`src/verilog/mdoc_pkg.sv`:
```
// constants, types and lookup tables of the motion dwell controller
package mdoc_pkg;

	// =========================================================
	// clock and timing
	localparam int CLK_HZ = 50_000_000;
	localparam int TICK_MS = 1;
	localparam int TICK_CYCLES = CLK_HZ / 1000 * TICK_MS;
	localparam int STORE_HOLD_MS = 1000;
	localparam int QUIET_MS = 500;
	localparam int BIT_US = 10;
	localparam int BIT_CYCLES = CLK_HZ / 1_000_000 * BIT_US;

	// =========================================================
	// widths
	localparam int AMP_W = 14;
	localparam int DWELL_W = 20;
	localparam int ADDR_W = 8;
	localparam int NV_W = 8;

	// =========================================================
	// register map
	localparam logic [ADDR_W-1:0] CFG_ADDR = 8'h00;
	localparam logic [ADDR_W-1:0] STATUS_ADDR = 8'h04;
	localparam int CFG_SENS_LSB = 0;
	localparam int CFG_DWELL_LSB = 4;
	localparam int CFG_MODE_BIT = 8;
	localparam int CFG_COMMIT_BIT = 31;
	localparam int ST_OUT_BIT = 0;
	localparam int ST_STATE_LSB = 1;
	localparam int ST_BUSY_BIT = 3;
	localparam int ST_MAG_LSB = 16;

	// =========================================================
	// stored setting word
	localparam int NV_SENS_LSB = 0;
	localparam int NV_DWELL_LSB = 3;
	localparam int NV_MODE_BIT = 7;

	// =========================================================
	// settings
	typedef enum logic [2:0]
	{
		SENS_MIN = 3'h0,
		SENS_LOW = 3'h1,
		SENS_MED = 3'h2,
		SENS_HIGH = 3'h3,
		SENS_MAX = 3'h4
	} mdoc_sens_type;

	localparam logic [3:0] DWELL_IDX_200MS = 4'h0;
	localparam logic [3:0] DWELL_IDX_DEF = 4'h1;
	localparam logic [3:0] DWELL_IDX_30S = 4'h5;
	localparam logic [3:0] DWELL_IDX_LAST = 4'h9;
	localparam logic MODE_RETRIG = 1'b0;
	localparam logic MODE_SINGLE = 1'b1;

	// strap codes from the resistance front end
	localparam logic [2:0] STRAP_SHORT = 3'h0;
	localparam logic [2:0] STRAP_2K7 = 3'h1;
	localparam logic [2:0] STRAP_6K8 = 3'h2;
	localparam logic [2:0] STRAP_15K = 3'h3;
	localparam logic [2:0] STRAP_39K = 3'h4;

	typedef enum logic [1:0]
	{
		ST_IDLE = 2'h0,
		ST_ON = 2'h1,
		ST_LOCK = 2'h3
	} mdoc_state_type;

	// =========================================================
	// tables
	function automatic logic [DWELL_W-1:0] dwell_ms(input logic [3:0] idx);
		unique case (idx)
			4'h0: dwell_ms = 20'h000C8;
			4'h1: dwell_ms = 20'h003E8;
			4'h2: dwell_ms = 20'h007D0;
			4'h3: dwell_ms = 20'h01388;
			4'h4: dwell_ms = 20'h02710;
			4'h5: dwell_ms = 20'h07530;
			4'h6: dwell_ms = 20'h0EA60;
			4'h7: dwell_ms = 20'h1D4C0;
			4'h8: dwell_ms = 20'h493E0;
			default: dwell_ms = 20'h927C0;
		endcase
	endfunction : dwell_ms

	// higher sensitivity, lower threshold
	function automatic logic [AMP_W-1:0] threshold(input logic [2:0] sens);
		unique case (sens)
			SENS_MIN: threshold = 14'h0400;
			SENS_LOW: threshold = 14'h0200;
			SENS_MED: threshold = 14'h0100;
			SENS_HIGH: threshold = 14'h0080;
			default: threshold = 14'h0040;
		endcase
	endfunction : threshold

endpackage : mdoc_pkg

```
`src/verilog/mdoc_link_if.sv`:
```
// signals between the controller core, sample receiver and dwell timer
`timescale 1ns/1ps
interface mdoc_link_if;
	import mdoc_pkg::*;
	logic signed [AMP_W-1:0] amp;
	logic amp_valid;
	logic dwell_start;
	logic [DWELL_W-1:0] dwell_len;
	logic dwell_busy;
	logic dwell_done;

	modport rx (output amp, output amp_valid);
	modport timer (input dwell_start, input dwell_len,
		output dwell_busy, output dwell_done);
	modport core (input amp, input amp_valid, output dwell_start,
		output dwell_len, input dwell_busy, input dwell_done);
endinterface : mdoc_link_if

```
`src/verilog/mdoc_serial_rx.sv`:
```
// serial amplitude frame receiver for the pyroelectric sensor
`timescale 1ns/1ps
module mdoc_serial_rx
#(
	parameter int BIT_CYCLES = mdoc_pkg::BIT_CYCLES
)
(
	input wire logic pclk,
	input wire logic presetn,
	input wire logic sensor_data,
	mdoc_link_if.rx link
);
	import mdoc_pkg::*;

	if (BIT_CYCLES < 4)
		$error("BIT_CYCLES too small");

	localparam int CW = $clog2(BIT_CYCLES + 1);
	localparam int NW = $clog2(AMP_W + 2);

	logic sync_a;
	logic sync_b;
	logic line_prev;
	logic busy;
	logic [CW-1:0] cnt;
	logic [NW-1:0] bitn;
	logic [AMP_W-1:0] shift;

	// =========================================================
	// pin synchroniser
	always_ff @(posedge pclk or negedge presetn)
		if (!presetn)
		begin
			sync_a <= 1'b0;
			sync_b <= 1'b0;
			line_prev <= 1'b0;
		end
		else
		begin
			sync_a <= sensor_data;
			sync_b <= sync_a;
			line_prev <= sync_b;
		end

	// =========================================================
	// frame: high start bit, then AMP_W bits msb first, mid-bit sampling
	always_ff @(posedge pclk or negedge presetn)
		if (!presetn)
		begin
			busy <= 1'b0;
			cnt <= '0;
			bitn <= '0;
			shift <= '0;
			link.amp <= '0;
			link.amp_valid <= 1'b0;
		end
		else
		begin
			link.amp_valid <= 1'b0;
			if (!busy)
			begin
				if (sync_b && !line_prev)
				begin
					busy <= 1'b1;
					cnt <= CW'(BIT_CYCLES / 2);
					bitn <= '0;
				end
			end
			else if (cnt != '0)
				cnt <= cnt - 1'b1;
			else if (bitn == '0 && !sync_b)
				busy <= 1'b0; // glitch, not a start bit
			else
			begin
				cnt <= CW'(BIT_CYCLES - 1);
				bitn <= bitn + 1'b1;
				if (bitn != '0)
					shift <= {shift[AMP_W-2:0], sync_b};
				if (bitn == NW'(AMP_W))
				begin
					busy <= 1'b0;
					link.amp <= {shift[AMP_W-2:0], sync_b};
					link.amp_valid <= 1'b1;
				end
			end
		end

endmodule : mdoc_serial_rx

```
`src/verilog/mdoc_dwell_timer.sv`:
```
// dwell interval timer with its own millisecond prescaler
`timescale 1ns/1ps
module mdoc_dwell_timer
#(
	parameter int TICK_CYCLES = mdoc_pkg::TICK_CYCLES
)
(
	input wire logic pclk,
	input wire logic presetn,
	mdoc_link_if.timer link
);
	import mdoc_pkg::*;

	if (TICK_CYCLES < 2)
		$error("TICK_CYCLES too small");

	localparam int PW = $clog2(TICK_CYCLES);

	logic [PW-1:0] pre;
	logic [DWELL_W-1:0] remain;

	// restarting the prescaler makes the interval exact to the cycle
	always_ff @(posedge pclk or negedge presetn)
		if (!presetn)
		begin
			pre <= '0;
			remain <= '0;
			link.dwell_busy <= 1'b0;
			link.dwell_done <= 1'b0;
		end
		else
		begin
			link.dwell_done <= 1'b0;
			if (link.dwell_start)
			begin
				pre <= '0;
				remain <= link.dwell_len;
				link.dwell_busy <= 1'b1;
			end
			else if (link.dwell_busy)
			begin
				if (pre != PW'(TICK_CYCLES - 1))
					pre <= pre + 1'b1;
				else
				begin
					pre <= '0;
					remain <= remain - 1'b1;
					if (remain == DWELL_W'(1))
					begin
						link.dwell_busy <= 1'b0;
						link.dwell_done <= 1'b1;
					end
				end
			end
		end

endmodule : mdoc_dwell_timer

```
`src/verilog/mdoc_motion_ctrl.sv`:
```
// motion dwell output controller top: apb, settings, strap store, output
//
// What this block does
// - decode sensor serial amplitudes; assert output when they show motion.
// - only changing infrared triggers; a constant level never does.
// - output low with no motion, high while motion is signalled.
// - five sensitivity levels, medium by default.
// - ten dwell times, 200 ms up to 10 minutes.
// - unprogrammed dwell setting means one second.
// - retriggerable: new motion while high restarts the dwell timer.
// - retriggerable: output stays high while motion keeps arriving in time.
// - retriggerable is the default mode.
// - 200 ms dwell never retriggers, whatever the mode.
// - single event: high on detection, low after exactly one dwell.
// - single event: after low, wait for quiet before new events.
// - store pad grounded one second then released commits the setting.
// - both select pads open: strap picks sensitivity.
// - one select pad grounded: strap picks dwell time.
// - both pads grounded: strap picks mode, or restores all defaults.
//
// Design decisions made here: the register addresses and the APB register port.
`timescale 1ns/1ps
module mdoc_motion_ctrl
#(
	parameter int TICK_CYCLES = mdoc_pkg::TICK_CYCLES,
	parameter int BIT_CYCLES = mdoc_pkg::BIT_CYCLES
)
(
	input wire logic pclk,
	input wire logic presetn,
	input wire logic [mdoc_pkg::ADDR_W-1:0] paddr,
	input wire logic psel,
	input wire logic penable,
	input wire logic pwrite,
	input wire logic [31:0] pwdata,
	output logic [31:0] prdata,
	output logic pready,
	output logic pslverr,
	input wire logic sensor_data,
	input wire logic select_pad_a_n,
	input wire logic select_pad_b_n,
	input wire logic [2:0] value_strap_code,
	input wire logic store_pad_n,
	input wire logic [mdoc_pkg::NV_W-1:0] nv_data_in,
	output logic [mdoc_pkg::NV_W-1:0] nv_data_out,
	output logic nv_write,
	output logic motion_out
);
	import mdoc_pkg::*;

	if (TICK_CYCLES < 2)
		$error("TICK_CYCLES too small");

	localparam int PW = $clog2(TICK_CYCLES);
	localparam int NPIN = 6;
	localparam int SW = $clog2(STORE_HOLD_MS + 1);
	localparam int QW = $clog2(QUIET_MS + 1);

	mdoc_link_if link ();

	mdoc_serial_rx #(.BIT_CYCLES(BIT_CYCLES)) u_rx
	(
		.pclk(pclk),
		.presetn(presetn),
		.sensor_data(sensor_data),
		.link(link.rx)
	);

	mdoc_dwell_timer #(.TICK_CYCLES(TICK_CYCLES)) u_dwell
	(
		.pclk(pclk),
		.presetn(presetn),
		.link(link.timer)
	);

	// =========================================================
	// pad synchronisers
	logic [NPIN-1:0] pin_raw;
	logic [NPIN-1:0] pin_s1;
	logic [NPIN-1:0] pin_s2;
	assign pin_raw = {store_pad_n, select_pad_b_n, select_pad_a_n,
		value_strap_code};

	for (genvar i = 0; i < NPIN; i++)
	begin : g_sync
		always_ff @(posedge pclk or negedge presetn)
			if (!presetn)
			begin
				pin_s1[i] <= 1'b1;
				pin_s2[i] <= 1'b1;
			end
			else
			begin
				pin_s1[i] <= pin_raw[i];
				pin_s2[i] <= pin_s1[i];
			end
	end

	logic [2:0] strap;
	logic pad_a_gnd;
	logic pad_b_gnd;
	logic store_gnd;
	assign strap = pin_s2[2:0];
	assign pad_a_gnd = !pin_s2[3];
	assign pad_b_gnd = !pin_s2[4];
	assign store_gnd = !pin_s2[5];

	// =========================================================
	// millisecond tick for store hold and quiet timing
	logic [PW-1:0] tick_cnt;
	logic ms_tick;
	always_ff @(posedge pclk or negedge presetn)
		if (!presetn)
		begin
			tick_cnt <= '0;
			ms_tick <= 1'b0;
		end
		else
		begin
			ms_tick <= tick_cnt == PW'(TICK_CYCLES - 1);
			tick_cnt <= (tick_cnt == PW'(TICK_CYCLES - 1)) ? '0
				: tick_cnt + 1'b1;
		end

	// =========================================================
	// active settings
	logic [2:0] sens;
	logic [3:0] dwell_idx;
	logic mode;
	logic loaded;
	logic store_armed;
	logic [SW-1:0] store_cnt;
	logic store_prev;
	logic store_fire;
	logic apb_wr;
	logic apb_commit;
	logic [NV_W-1:0] nv_word;

	assign apb_wr = psel && penable && pready && pwrite && !pslverr;
	assign apb_commit = apb_wr && paddr == CFG_ADDR
		&& pwdata[CFG_COMMIT_BIT];
	assign store_fire = store_prev && !store_gnd && store_armed;
	assign nv_word = {mode, dwell_idx, sens};

	// hold-time counter; a full second of hold arms the commit, release fires it
	always_ff @(posedge pclk or negedge presetn)
		if (!presetn)
		begin
			store_cnt <= '0;
			store_armed <= 1'b0;
			store_prev <= 1'b0;
		end
		else
		begin
			store_prev <= store_gnd;
			if (!store_gnd)
			begin
				store_cnt <= '0;
				store_armed <= 1'b0;
			end
			else if (ms_tick && !store_armed)
			begin
				store_cnt <= store_cnt + 1'b1;
				if (store_cnt == SW'(STORE_HOLD_MS - 1))
					store_armed <= 1'b1;
			end
		end

	// reset gives defaults; the stored word is taken just after release
	always_ff @(posedge pclk or negedge presetn)
		if (!presetn)
		begin
			loaded <= 1'b0;
			sens <= SENS_MED;
			dwell_idx <= DWELL_IDX_DEF;
			mode <= MODE_RETRIG;
		end
		else if (!loaded)
		begin
			loaded <= 1'b1;
			// out-of-range sens and dwell fields fall back to defaults; the mode bit is taken as stored
			if (nv_data_in[NV_SENS_LSB +: 3] <= SENS_MAX)
				sens <= nv_data_in[NV_SENS_LSB +: 3];
			if (nv_data_in[NV_DWELL_LSB +: 4] <= DWELL_IDX_LAST)
				dwell_idx <= nv_data_in[NV_DWELL_LSB +: 4];
			mode <= nv_data_in[NV_MODE_BIT];
		end
		else if (apb_wr && paddr == CFG_ADDR)
		begin
			if (pwdata[CFG_SENS_LSB +: 3] <= SENS_MAX)
				sens <= pwdata[CFG_SENS_LSB +: 3];
			if (pwdata[CFG_DWELL_LSB +: 4] <= DWELL_IDX_LAST)
				dwell_idx <= pwdata[CFG_DWELL_LSB +: 4];
			mode <= pwdata[CFG_MODE_BIT];
		end
		else if (store_fire)
		begin
			unique case ({pad_b_gnd, pad_a_gnd})
				2'b00:
					if (strap <= STRAP_39K)
						sens <= (strap == STRAP_SHORT) ? SENS_MED
							: (strap == STRAP_2K7) ? SENS_MIN
							: (strap == STRAP_6K8) ? SENS_LOW
							: (strap == STRAP_15K) ? SENS_HIGH
							: SENS_MAX;
				2'b01:
					if (strap <= STRAP_39K)
						dwell_idx <= (strap == STRAP_2K7) ? DWELL_IDX_200MS
							: (strap == STRAP_SHORT) ? DWELL_IDX_DEF
							: 4'(strap);
				2'b10:
					if (strap <= STRAP_39K)
						dwell_idx <= (strap == STRAP_SHORT) ? DWELL_IDX_30S
							: DWELL_IDX_30S + 4'(strap);
				2'b11:
					if (strap == STRAP_SHORT)
					begin
						sens <= SENS_MED;
						dwell_idx <= DWELL_IDX_DEF;
						mode <= MODE_RETRIG;
					end
					else if (strap == STRAP_2K7)
						mode <= MODE_RETRIG;
					else if (strap == STRAP_6K8)
						mode <= MODE_SINGLE;
			endcase
		end

	// one cycle late, so the word carries the new setting
	logic commit_q;
	always_ff @(posedge pclk or negedge presetn)
		if (!presetn)
		begin
			commit_q <= 1'b0;
			nv_write <= 1'b0;
			nv_data_out <= '0;
		end
		else
		begin
			commit_q <= store_fire || apb_commit;
			nv_write <= commit_q;
			nv_data_out <= nv_word;
		end

	// =========================================================
	// motion judgement on the change between successive samples
	logic signed [AMP_W-1:0] amp_prev;
	logic signed [AMP_W:0] delta;
	logic [AMP_W:0] mag;
	logic have_prev;
	logic [AMP_W-1:0] last_mag;
	logic detect;
	assign delta = (AMP_W + 1)'(link.amp) - (AMP_W + 1)'(amp_prev);
	assign mag = delta[AMP_W] ? (AMP_W + 1)'(-delta) : delta;
	// a steady level gives zero change and never detects
	assign detect = link.amp_valid && have_prev
		&& mag > {1'b0, threshold(sens)};

	always_ff @(posedge pclk or negedge presetn)
		if (!presetn)
		begin
			amp_prev <= '0;
			have_prev <= 1'b0;
			last_mag <= '0;
		end
		else if (link.amp_valid)
		begin
			amp_prev <= link.amp;
			have_prev <= 1'b1;
			last_mag <= mag[AMP_W-1:0];
		end

	// =========================================================
	// output state machine
	mdoc_state_type state;
	logic [QW-1:0] quiet_cnt;
	logic retrig_ok;
	assign retrig_ok = mode == MODE_RETRIG
		&& dwell_idx != DWELL_IDX_200MS;
	assign link.dwell_len = dwell_ms(dwell_idx);
	assign link.dwell_start = (state == ST_IDLE && detect)
		|| (state == ST_ON && detect && retrig_ok);

	always_ff @(posedge pclk or negedge presetn)
		if (!presetn)
		begin
			state <= ST_IDLE;
			motion_out <= 1'b0;
			quiet_cnt <= '0;
		end
		else
		begin
			unique case (state)
				ST_IDLE:
					if (detect)
					begin
						state <= ST_ON;
						motion_out <= 1'b1;
					end
				ST_ON:
					// a restart in the expiry cycle keeps the output high
					if (link.dwell_done && !link.dwell_start)
					begin
						motion_out <= 1'b0;
						quiet_cnt <= '0;
						state <= (mode == MODE_SINGLE) ? ST_LOCK : ST_IDLE;
					end
				ST_LOCK:
					if (detect)
						quiet_cnt <= '0;
					else if (ms_tick)
					begin
						quiet_cnt <= quiet_cnt + 1'b1;
						if (quiet_cnt == QW'(QUIET_MS - 1))
							state <= ST_IDLE;
					end
				default:
					state <= ST_IDLE;
			endcase
		end

	// =========================================================
	// apb slave: one wait-free access phase, pready from a flop
	always_ff @(posedge pclk or negedge presetn)
		if (!presetn)
		begin
			pready <= 1'b0;
			pslverr <= 1'b0;
			prdata <= '0;
		end
		else
		begin
			pready <= psel && !penable;
			pslverr <= psel && !penable && paddr != CFG_ADDR
				&& paddr != STATUS_ADDR;
			prdata <= '0;
			if (psel && !penable && !pwrite)
			begin
				if (paddr == CFG_ADDR)
				begin
					prdata[CFG_SENS_LSB +: 3] <= sens;
					prdata[CFG_DWELL_LSB +: 4] <= dwell_idx;
					prdata[CFG_MODE_BIT] <= mode;
				end
				else if (paddr == STATUS_ADDR)
				begin
					prdata[ST_OUT_BIT] <= motion_out;
					prdata[ST_STATE_LSB +: 2] <= state;
					prdata[ST_BUSY_BIT] <= link.dwell_busy;
					prdata[ST_MAG_LSB +: AMP_W] <= last_mag;
				end
			end
		end

endmodule : mdoc_motion_ctrl

```
`config.mk`:
```
export PLATFORM = sky130hd
export DESIGN_NAME = mdoc_motion_ctrl
export DESIGN_NICKNAME = d
export VERILOG_FILES = /design/src/verilog/mdoc_pkg.sv /design/src/verilog/mdoc_link_if.sv /design/src/verilog/mdoc_serial_rx.sv /design/src/verilog/mdoc_dwell_timer.sv /design/src/verilog/mdoc_motion_ctrl.sv
export SDC_FILE = /design/constraint.sdc
export NUM_CORES = 1
export LEC_CHECK = 0
export BUFFER_PORTS_ARGS = -buffer_cell sky130_fd_sc_hd__buf_4
export CAP_MARGIN = 10
export CORE_ASPECT_RATIO = 0.5
export CORE_MARGIN = 4
export CORE_UTILIZATION = 54
export CTS_CLUSTER_DIAMETER = 30
export DETAILED_ROUTE_END_ITERATION = 16
export GPL_TIMING_DRIVEN = 0
export PLACE_DENSITY = 0.79
export SLEW_MARGIN = 20
export SYNTH_ARGS = -nofsm -noshare
export SYNTH_HDL_FRONTEND = slang
export SYNTH_SLANG_ARGS = --single-unit
```
`constraint.sdc`:
```
create_clock -name pclk -period 5 [get_ports pclk]
set_clock_uncertainty 0.15 [all_clocks]
set_input_delay 0.5 -clock pclk [delete_from_list [all_inputs] [get_ports pclk]]
set_output_delay 0.5 -clock pclk [all_outputs]
set_load 0.05 [all_outputs]
```
==> flow_metrics.tcl, run 1 <==
set metrics [dict create \
    status "complete, but fails checks" \
    failed_checks "negative setup slack" \
    worst_setup_path_start_kind "flop" \
    rows 36 \
    final_antenna_net_count 0 \
    tightest_slew_ns 1.021 \
    rsz0062_at_grt "yes" \
    p_leak_nw 6.395 \
    critPathRequiredTime_ns 5.28 \
    grt_pass1_vias 8926 \
    synthArstFlopShare_pct 100.0 \
    layout_common_cells "dfrtp_1, nand2_1, nor2_1" \
    cts_tree "done" \
    crit_arrival_ns 5.30 \
    ir_worst_vdd_v 0.0002273 \
    grt_max_degree 103 \
    pwr-share-seq_pct 42.5 \
    numCtsBuffers 28 \
    ys_ff_latch 209 \
    synth_area_um2 10970 \
    power_density_nw_per_um2 326.4 \
    synthCells 1154 \
    final_max_slew_viol_count 0 \
    cts.sinks 209 \
    clk_pin_slew_worst_paths_ns 0.06 \
    via_per_inst 5.644 \
    die_x_um 209.5 \
    hp-class "in -> reg" \
    gr-total-overflow 0 \
    grt_pass1_wl_mm 41.88 \
    drc_errors 0 \
    core-area_um2 19680 \
    tns_ns -0.06695 \
    synth.top_cell.area_share_pct 44.50 \
    setup_viol 4 \
    synth_cell_type_count 77 \
    syn_avg_cell_area_um2 9.503 \
    pwr-share-clk_pct 48.3 \
    cts_root_buf "clkbuf_16" \
    holdWs_ns 0.01992 \
    synthFlopType "dfrtp_1" \
    drt_wl_total_mm 25.23 \
    syn_to_final_growth_pct 20.97 \
    cts_buffer_depth 3 \
    synth_area_leaders "dfrtp_1, ha_1, nand2_1" \
    clk_latency_ns 0.54 \
    gp_congestion 0.9094 \
    fin_crit_ns 5.022 \
    die_h_um 108.8 \
    port_buffers 71 \
    crit_type "reg -> reg" \
    htree_levels 1 \
    nets 1388 \
    firstDrtPassIters 5 \
    setup_ws_ns -0.02189 \
    end_kind "flop" \
    post-route-period-util_pct 100.4 \
    die_area_um2 22790 \
    relSlewSlack_pct 31.28 \
    layout_commonest_cell "dfrtp_1" \
    antenna_found_initial 0 \
    drive_above_1_share_pct 18.01 \
    drv_cap 0 \
    power_frac_comb_pct 9.2 \
    fmax_mhz 199.1 \
    swShare_pct 26.15 \
    io_pins 104 \
    yosysSeqAreaShare_pct 47.85 \
    initial_core_util_pct 55.71 \
    wire_per_inst_um 16.05 \
    power.internal_mw 3.198 \
    hold_viol 0 \
    switchingPower_mw 1.132 \
    synth_largest_area_cell "dfrtp_1" \
    synth_edf_count 0 \
    yosys_warnings 0 \
    drt_iter0_drc 789 \
    hpwl_mm 16.98 \
    path_max_fanout 8 \
    vias 8873 \
    utilization_pct 67.40 \
    grtUsageTotal_pct 21.72 \
]
==> synthesized netlist by cell type, types with 14 or more instances <==
cell type,count
xnor2_1,31
nor3_1,24
o21ai_0,67
a21oi_1,67
mux2_2,21
nor4_1,18
inv_1,54
dfstp_2,14
nor2_1,124
nand3_1,27
and3_1,28
clkbuf_1,32
and2_1,25
ha_1,44
nand2b_1,15
a21o_1,15
dfrtp_1,195
nand2_1,128
xor2_1,31
==> layer usage <==
| layer | vias up | share of wire, % | GRT usage (%) |
|---|---|---|---|
| met3 | 65 | 4.3 | 3.909 |
| li1 | 4264 | - | - |
| met1 | 4299 | 44 | 27.76 |
| met4 | 0 | 2.7 | 7.073 |
| met5 | - | 0 | 0 |
| met2 | 245 | 49 | 38.11 |
==> through the flow <==
step / cells / power (mW) / instance area [um2] / setup slack [ns]
detailed placement: 1502 / 2.236 / 11950 / -0.3150
global route: 1571 / 4.498 / 13260 / -0.1736
floorplan: 1162 / 2.087 / 11000 / 0.3140
finish: 1572 / 4.330 / 13270 / -0.02189
global placement: 1499 / 2.210 / 11860 / -0.2257
CTS: 1561 / 4.338 / 13060 / 0.005483
==> final cells by class <==
class / instances / area, um2
Multi-Input combinational cell: 846 / 5433
Antenna cell: 1 / 2.502
Clock buffer: 33 / 760.7
Inverter: 54 / 202.7
Timing Repair Buffer: 93 / 790.8
Fill cell: 1427 / 6417
Buffer: 51 / 260.3
Sequential cell: 209 / 5249
Clock inverter: 19 / 235.2
Tap cell: 266 / 332.8
==> critical path: stages (launching register included) <==
cell,delay (ns)
dfrtp_1,0.41
ha_2,0.34
a21o_1,0.22
a21o_1,0.23
or3_4,0.40
and2_1,0.17
buf_2,0.16
or2_1,0.27
nor3_1,0.25
or2_4,0.17
xnor2_2,0.06
ha_1,0.33
nand3_2,0.12
nor4_2,0.19
a22oi_1,0.14
or2_4,0.25
a32oi_4,0.20
buf_12,0.16
nor3_4,0.06
buf_12,0.14
a211o_1,0.26
a22o_1,0.23
==> flip-flops by register name, indices dropped and copies added, names as in the netlist, 2 cells and up <==
signal          count
amp_prev           14
dwell_idx           4
last_mag           14
nv_data_out         8
pin_s1              6
pin_s2              6
prdata             23
quiet_cnt           9
sens                3
state               2
store_cnt          10
tick_cnt           16
u_dwell.pre        16
u_dwell.remain     20
u_rx.bitn           4
u_rx.cnt            9
u_rx.link.amp      14
u_rx.shift         13
==> path summary, 6_finish.rpt <==
| kind | to | slack (ns) | startpoint | cells after the start |
|---|---|---|---|---|
| max reg2reg | quiet_cnt[5] | -0.02 | u_rx.link.amp[3] | 21 |
| max | quiet_cnt[5] | -0.02 | u_rx.link.amp[3] | 21 |
| min reg2reg | u_rx.sync_b | 0.20 | u_rx.sync_a | 0 |
| min in group asynchronous | u_dwell.remain[19] | 0.26 | presetn | 2 |
| min | commit_q | 0.02 | pwdata[31] | 2 |
| max in group asynchronous | pin_s1[5] | 3.31 | presetn | 4 |
==> power by group through the flow <==
stage	clock [mW]	sequential [mW]	combinational, mW
after floorplan	0	1.88	0.206
after global placement	0	1.86	0.348
after detailed placement	0	1.87	0.370
after CTS	2.12	1.84	0.382
after global routing	2.21	1.85	0.441
final	2.09	1.84	0.398
==> timing repair <==
action	4_1_cts	5_1_grt
buffers inserted	0	11
setup endpoints to repair	50	50
hold buffers	8	0
pin swaps	2	14
gates resized for setup	10	29
hold endpoints to repair	36	0
==> logic make-up after synthesis <==
logic type / count (synthesis) / synth area share [%]
and+or+nand+nor: 459 / 20.55
xor gates and xnor gates: 63 / 5.100
other: 2 / 0.06848
muxes: 30 / 2.978
AOI/OAI and AO/OA: 239 / 14.08
adders and majority gates: 45 / 5.203
DFF: 209 / 47.85
buffers and inverters: 107 / 4.176
Power figures use the tool's default switching activity.
==> inputs of run 2 (changes only) <==
ABC_AREA = 1   (was unset)
PLACE_DENSITY = 0.78   (was 0.79)
==> run 2 against run 1 <==
The flow now finishes without violations. Via count up 10%. Largest cell class unchanged. Flip-flop and latch count is the same. First-iteration DRC count shrank 7.7%. Synthesized area up 5.7%. Critical endpoint is now u_dwell.remain[5].
==> flow_metrics.tcl, run 2 <==
set metrics [dict create \
    netlist_top_cells_count "nand2_1, inv_1, dfrtp_1, nor2_1, o21ai_0" \
    synthArstFlopShare_pct 100.0 \
    drt_iter0_drc 728 \
    nets 1690 \
    synth.top_cell.area_share_pct 42.09 \
    synth_largest_area_cell "dfrtp_1" \
    synthFlopType "dfrtp_1" \
    cts-resized-gates 0 \
    rsz0062_at_grt "no" \
    synth_area_leaders "dfrtp_1, nand2_1, inv_1" \
    vias 9801 \
    antenna_found_initial 0 \
    wire_per_inst_um 14.00 \
    relSlewSlack_pct 59.90 \
    worst_setup_path_start_kind "flop" \
    final_antenna_net_count 0 \
    die_area_um2 24020 \
    drt_wl_total_mm 26.34 \
    syn_avg_cell_area_um2 7.918 \
    die_h_um 111.6 \
    layout_common_cells "nand2_1, inv_1, dfrtp_1" \
    core-area_um2 20830 \
    hpwl_mm 19.37 \
    reg2reg_depth 31 \
    layout_commonest_cell "nand2_1" \
    hold-path-cell-count 3 \
    ys_ff_latch 209 \
    firstDrtPassIters 6 \
    htree_levels 1 \
    cts_root_buf "clkbuf_16" \
    setup_ws_ns 0.5551 \
    numCtsBuffers 29 \
    status "finished clean" \
    drc_errors 0 \
    end_kind "flop" \
    fillers 1676 \
    synth_area_um2 11590 \
    grt_pass1_wl_mm 45.27 \
    p_leak_nw 6.880 \
    crit_type "reg -> reg" \
    io_pins 104 \
    post-route-period-util_pct 88.90 \
    die_x_um 215.2 \
    drive_above_1_share_pct 13.81 \
    yosys_warnings 0 \
    synthCells 1464 \
    tightest_slew_ns 0.5959 \
    initial_core_util_pct 55.65 \
    grt_pass1_vias 9716 \
    via_per_inst 5.211 \
    gr-total-overflow 0 \
    cts_tree "done" \
    grtUsageTotal_pct 22.03 \
    synth_cell_type_count 56 \
    final_max_slew_viol_count 0 \
    gp_congestion 0.9021 \
    drv_cap 0 \
    crit_top_cell "nand2_1" \
    crit_arrival_ns 4.73 \
    syn_to_final_growth_pct 17.41 \
    max_stage_delay_ns 0.42 \
    n_antenna_cell 0 \
    setup_viol 0 \
    power_density_nw_per_um2 310.4 \
    path_max_fanout 10 \
    hp-class "in -> reg" \
    holdWs_ns 0.05409 \
    yosysMostFrequentCell "nand2_1" \
    dp_worst_setup_slack_ns 0.6350 \
    cts_buffer_depth 3 \
    port_buffers 71 \
    synth_edf_count 0 \
    grt_max_degree 105 \
    crit_slowest_cell "fa_1" \
    fin_crit_ns 4.445 \
    rows 37 \
    clk_latency_ns 0.54 \
    fmax_mhz 225.0 \
    largest_register_ffs 23 \
    tns_ns 0 \
    critPathRequiredTime_ns 5.28 \
    clk_pin_slew_worst_paths_ns 0.06 \
    regMostFlops "prdata" \
    cts.sinks 209 \
    hold_viol 0 \
    top_regs "prdata: 23 flops, u_dwell.remain: 20 flops" \
    yosysSeqAreaShare_pct 45.27 \
    ir_worst_vdd_v 0.0002218 \
]
==> run 2: worst max-delay path, delay by kind of cell (launching register included) <==
family,cells,cell delay (ns)
adder cells (fa/ha/maj),3,0.90
AND/OR/NAND/NOR,20,2.02
flip-flops,1,0.35
buffers and inverters,7,0.71
XOR/XNOR,1,0.18
==> run 2: cell type report <==
cell class | instances | area, um2 | area share, %
clock inverter | 19 | 182.7 | 1.342
buffer | 39 | 244.0 | 1.793
sequential | 209 | 5248 | 38.55
tap | 273 | 341.6 | 2.510
clock buffer | 35 | 778.2 | 5.718
inverter | 212 | 795.8 | 5.847
timing repair buffer | 82 | 685.7 | 5.038
multi-input combinational | 1012 | 5335 | 39.20
==> run 2: report_power, final <==
part           switching, mW  internal (mW)
clock network          0.830           1.15
registers             0.0581           1.77
logic                  0.270          0.148
==> run 2: routing by layer <==
| metal | part of all wire [%] | GRT usage (%) | up-vias |
|---|---|---|---|
| met5 | 0 | 0 | - |
| met4 | 1.8 | 4.717 | 0 |
| met3 | 4.3 | 3.681 | 44 |
| met1 | 45 | 28.94 | 4631 |
| met2 | 49 | 38.90 | 192 |
| li1 | - | - | 4934 |
==> run 2: kinds of logic after synthesis <==
family,after synthesis,share of synthesized area (%)
compound gates,195,10.06
flops,209,45.27
buf+inv,251,8.969
other cells,2,0.06478
fa+ha+maj,45,4.922
simple gates,716,27.24
xor+xnor,46,3.475
==> run 2: worst paths after layout <==
kind,start,endpoint,slack [ns]
max,u_rx.link.amp[0],u_dwell.remain[5],0.56
min,pwdata[31],commit_q,0.05
max reg2reg,u_rx.link.amp[0],u_dwell.remain[5],0.56
min reg2reg,pin_s1[2],pin_s2[2],0.20
max in group asynchronous,presetn,u_dwell.pre[10],3.70
min in group asynchronous,presetn,u_rx.shift[10],0.23
==> run 2: through the flow <==
step	utilization (%)	cell area (um2)	power, mW	instances
2_1_floorplan	-	11620	2.107	1472
3_3_place_gp	59.99	12500	2.239	1816
3_5_place_dp	60.29	12560	2.268	1818
4_1_cts	65.33	13610	4.264	1881
5_1_grt	65.33	13610	4.404	1881
6_report	65.33	13610	4.225	1881
==> run 2: repair_timing <==
item | CTS | global route
endpoints found under the setup margin | 0 | 0
buffers inserted | 0 | 0
hold buffers | 9 | 0
endpoints found under the hold margin | 109 | 0
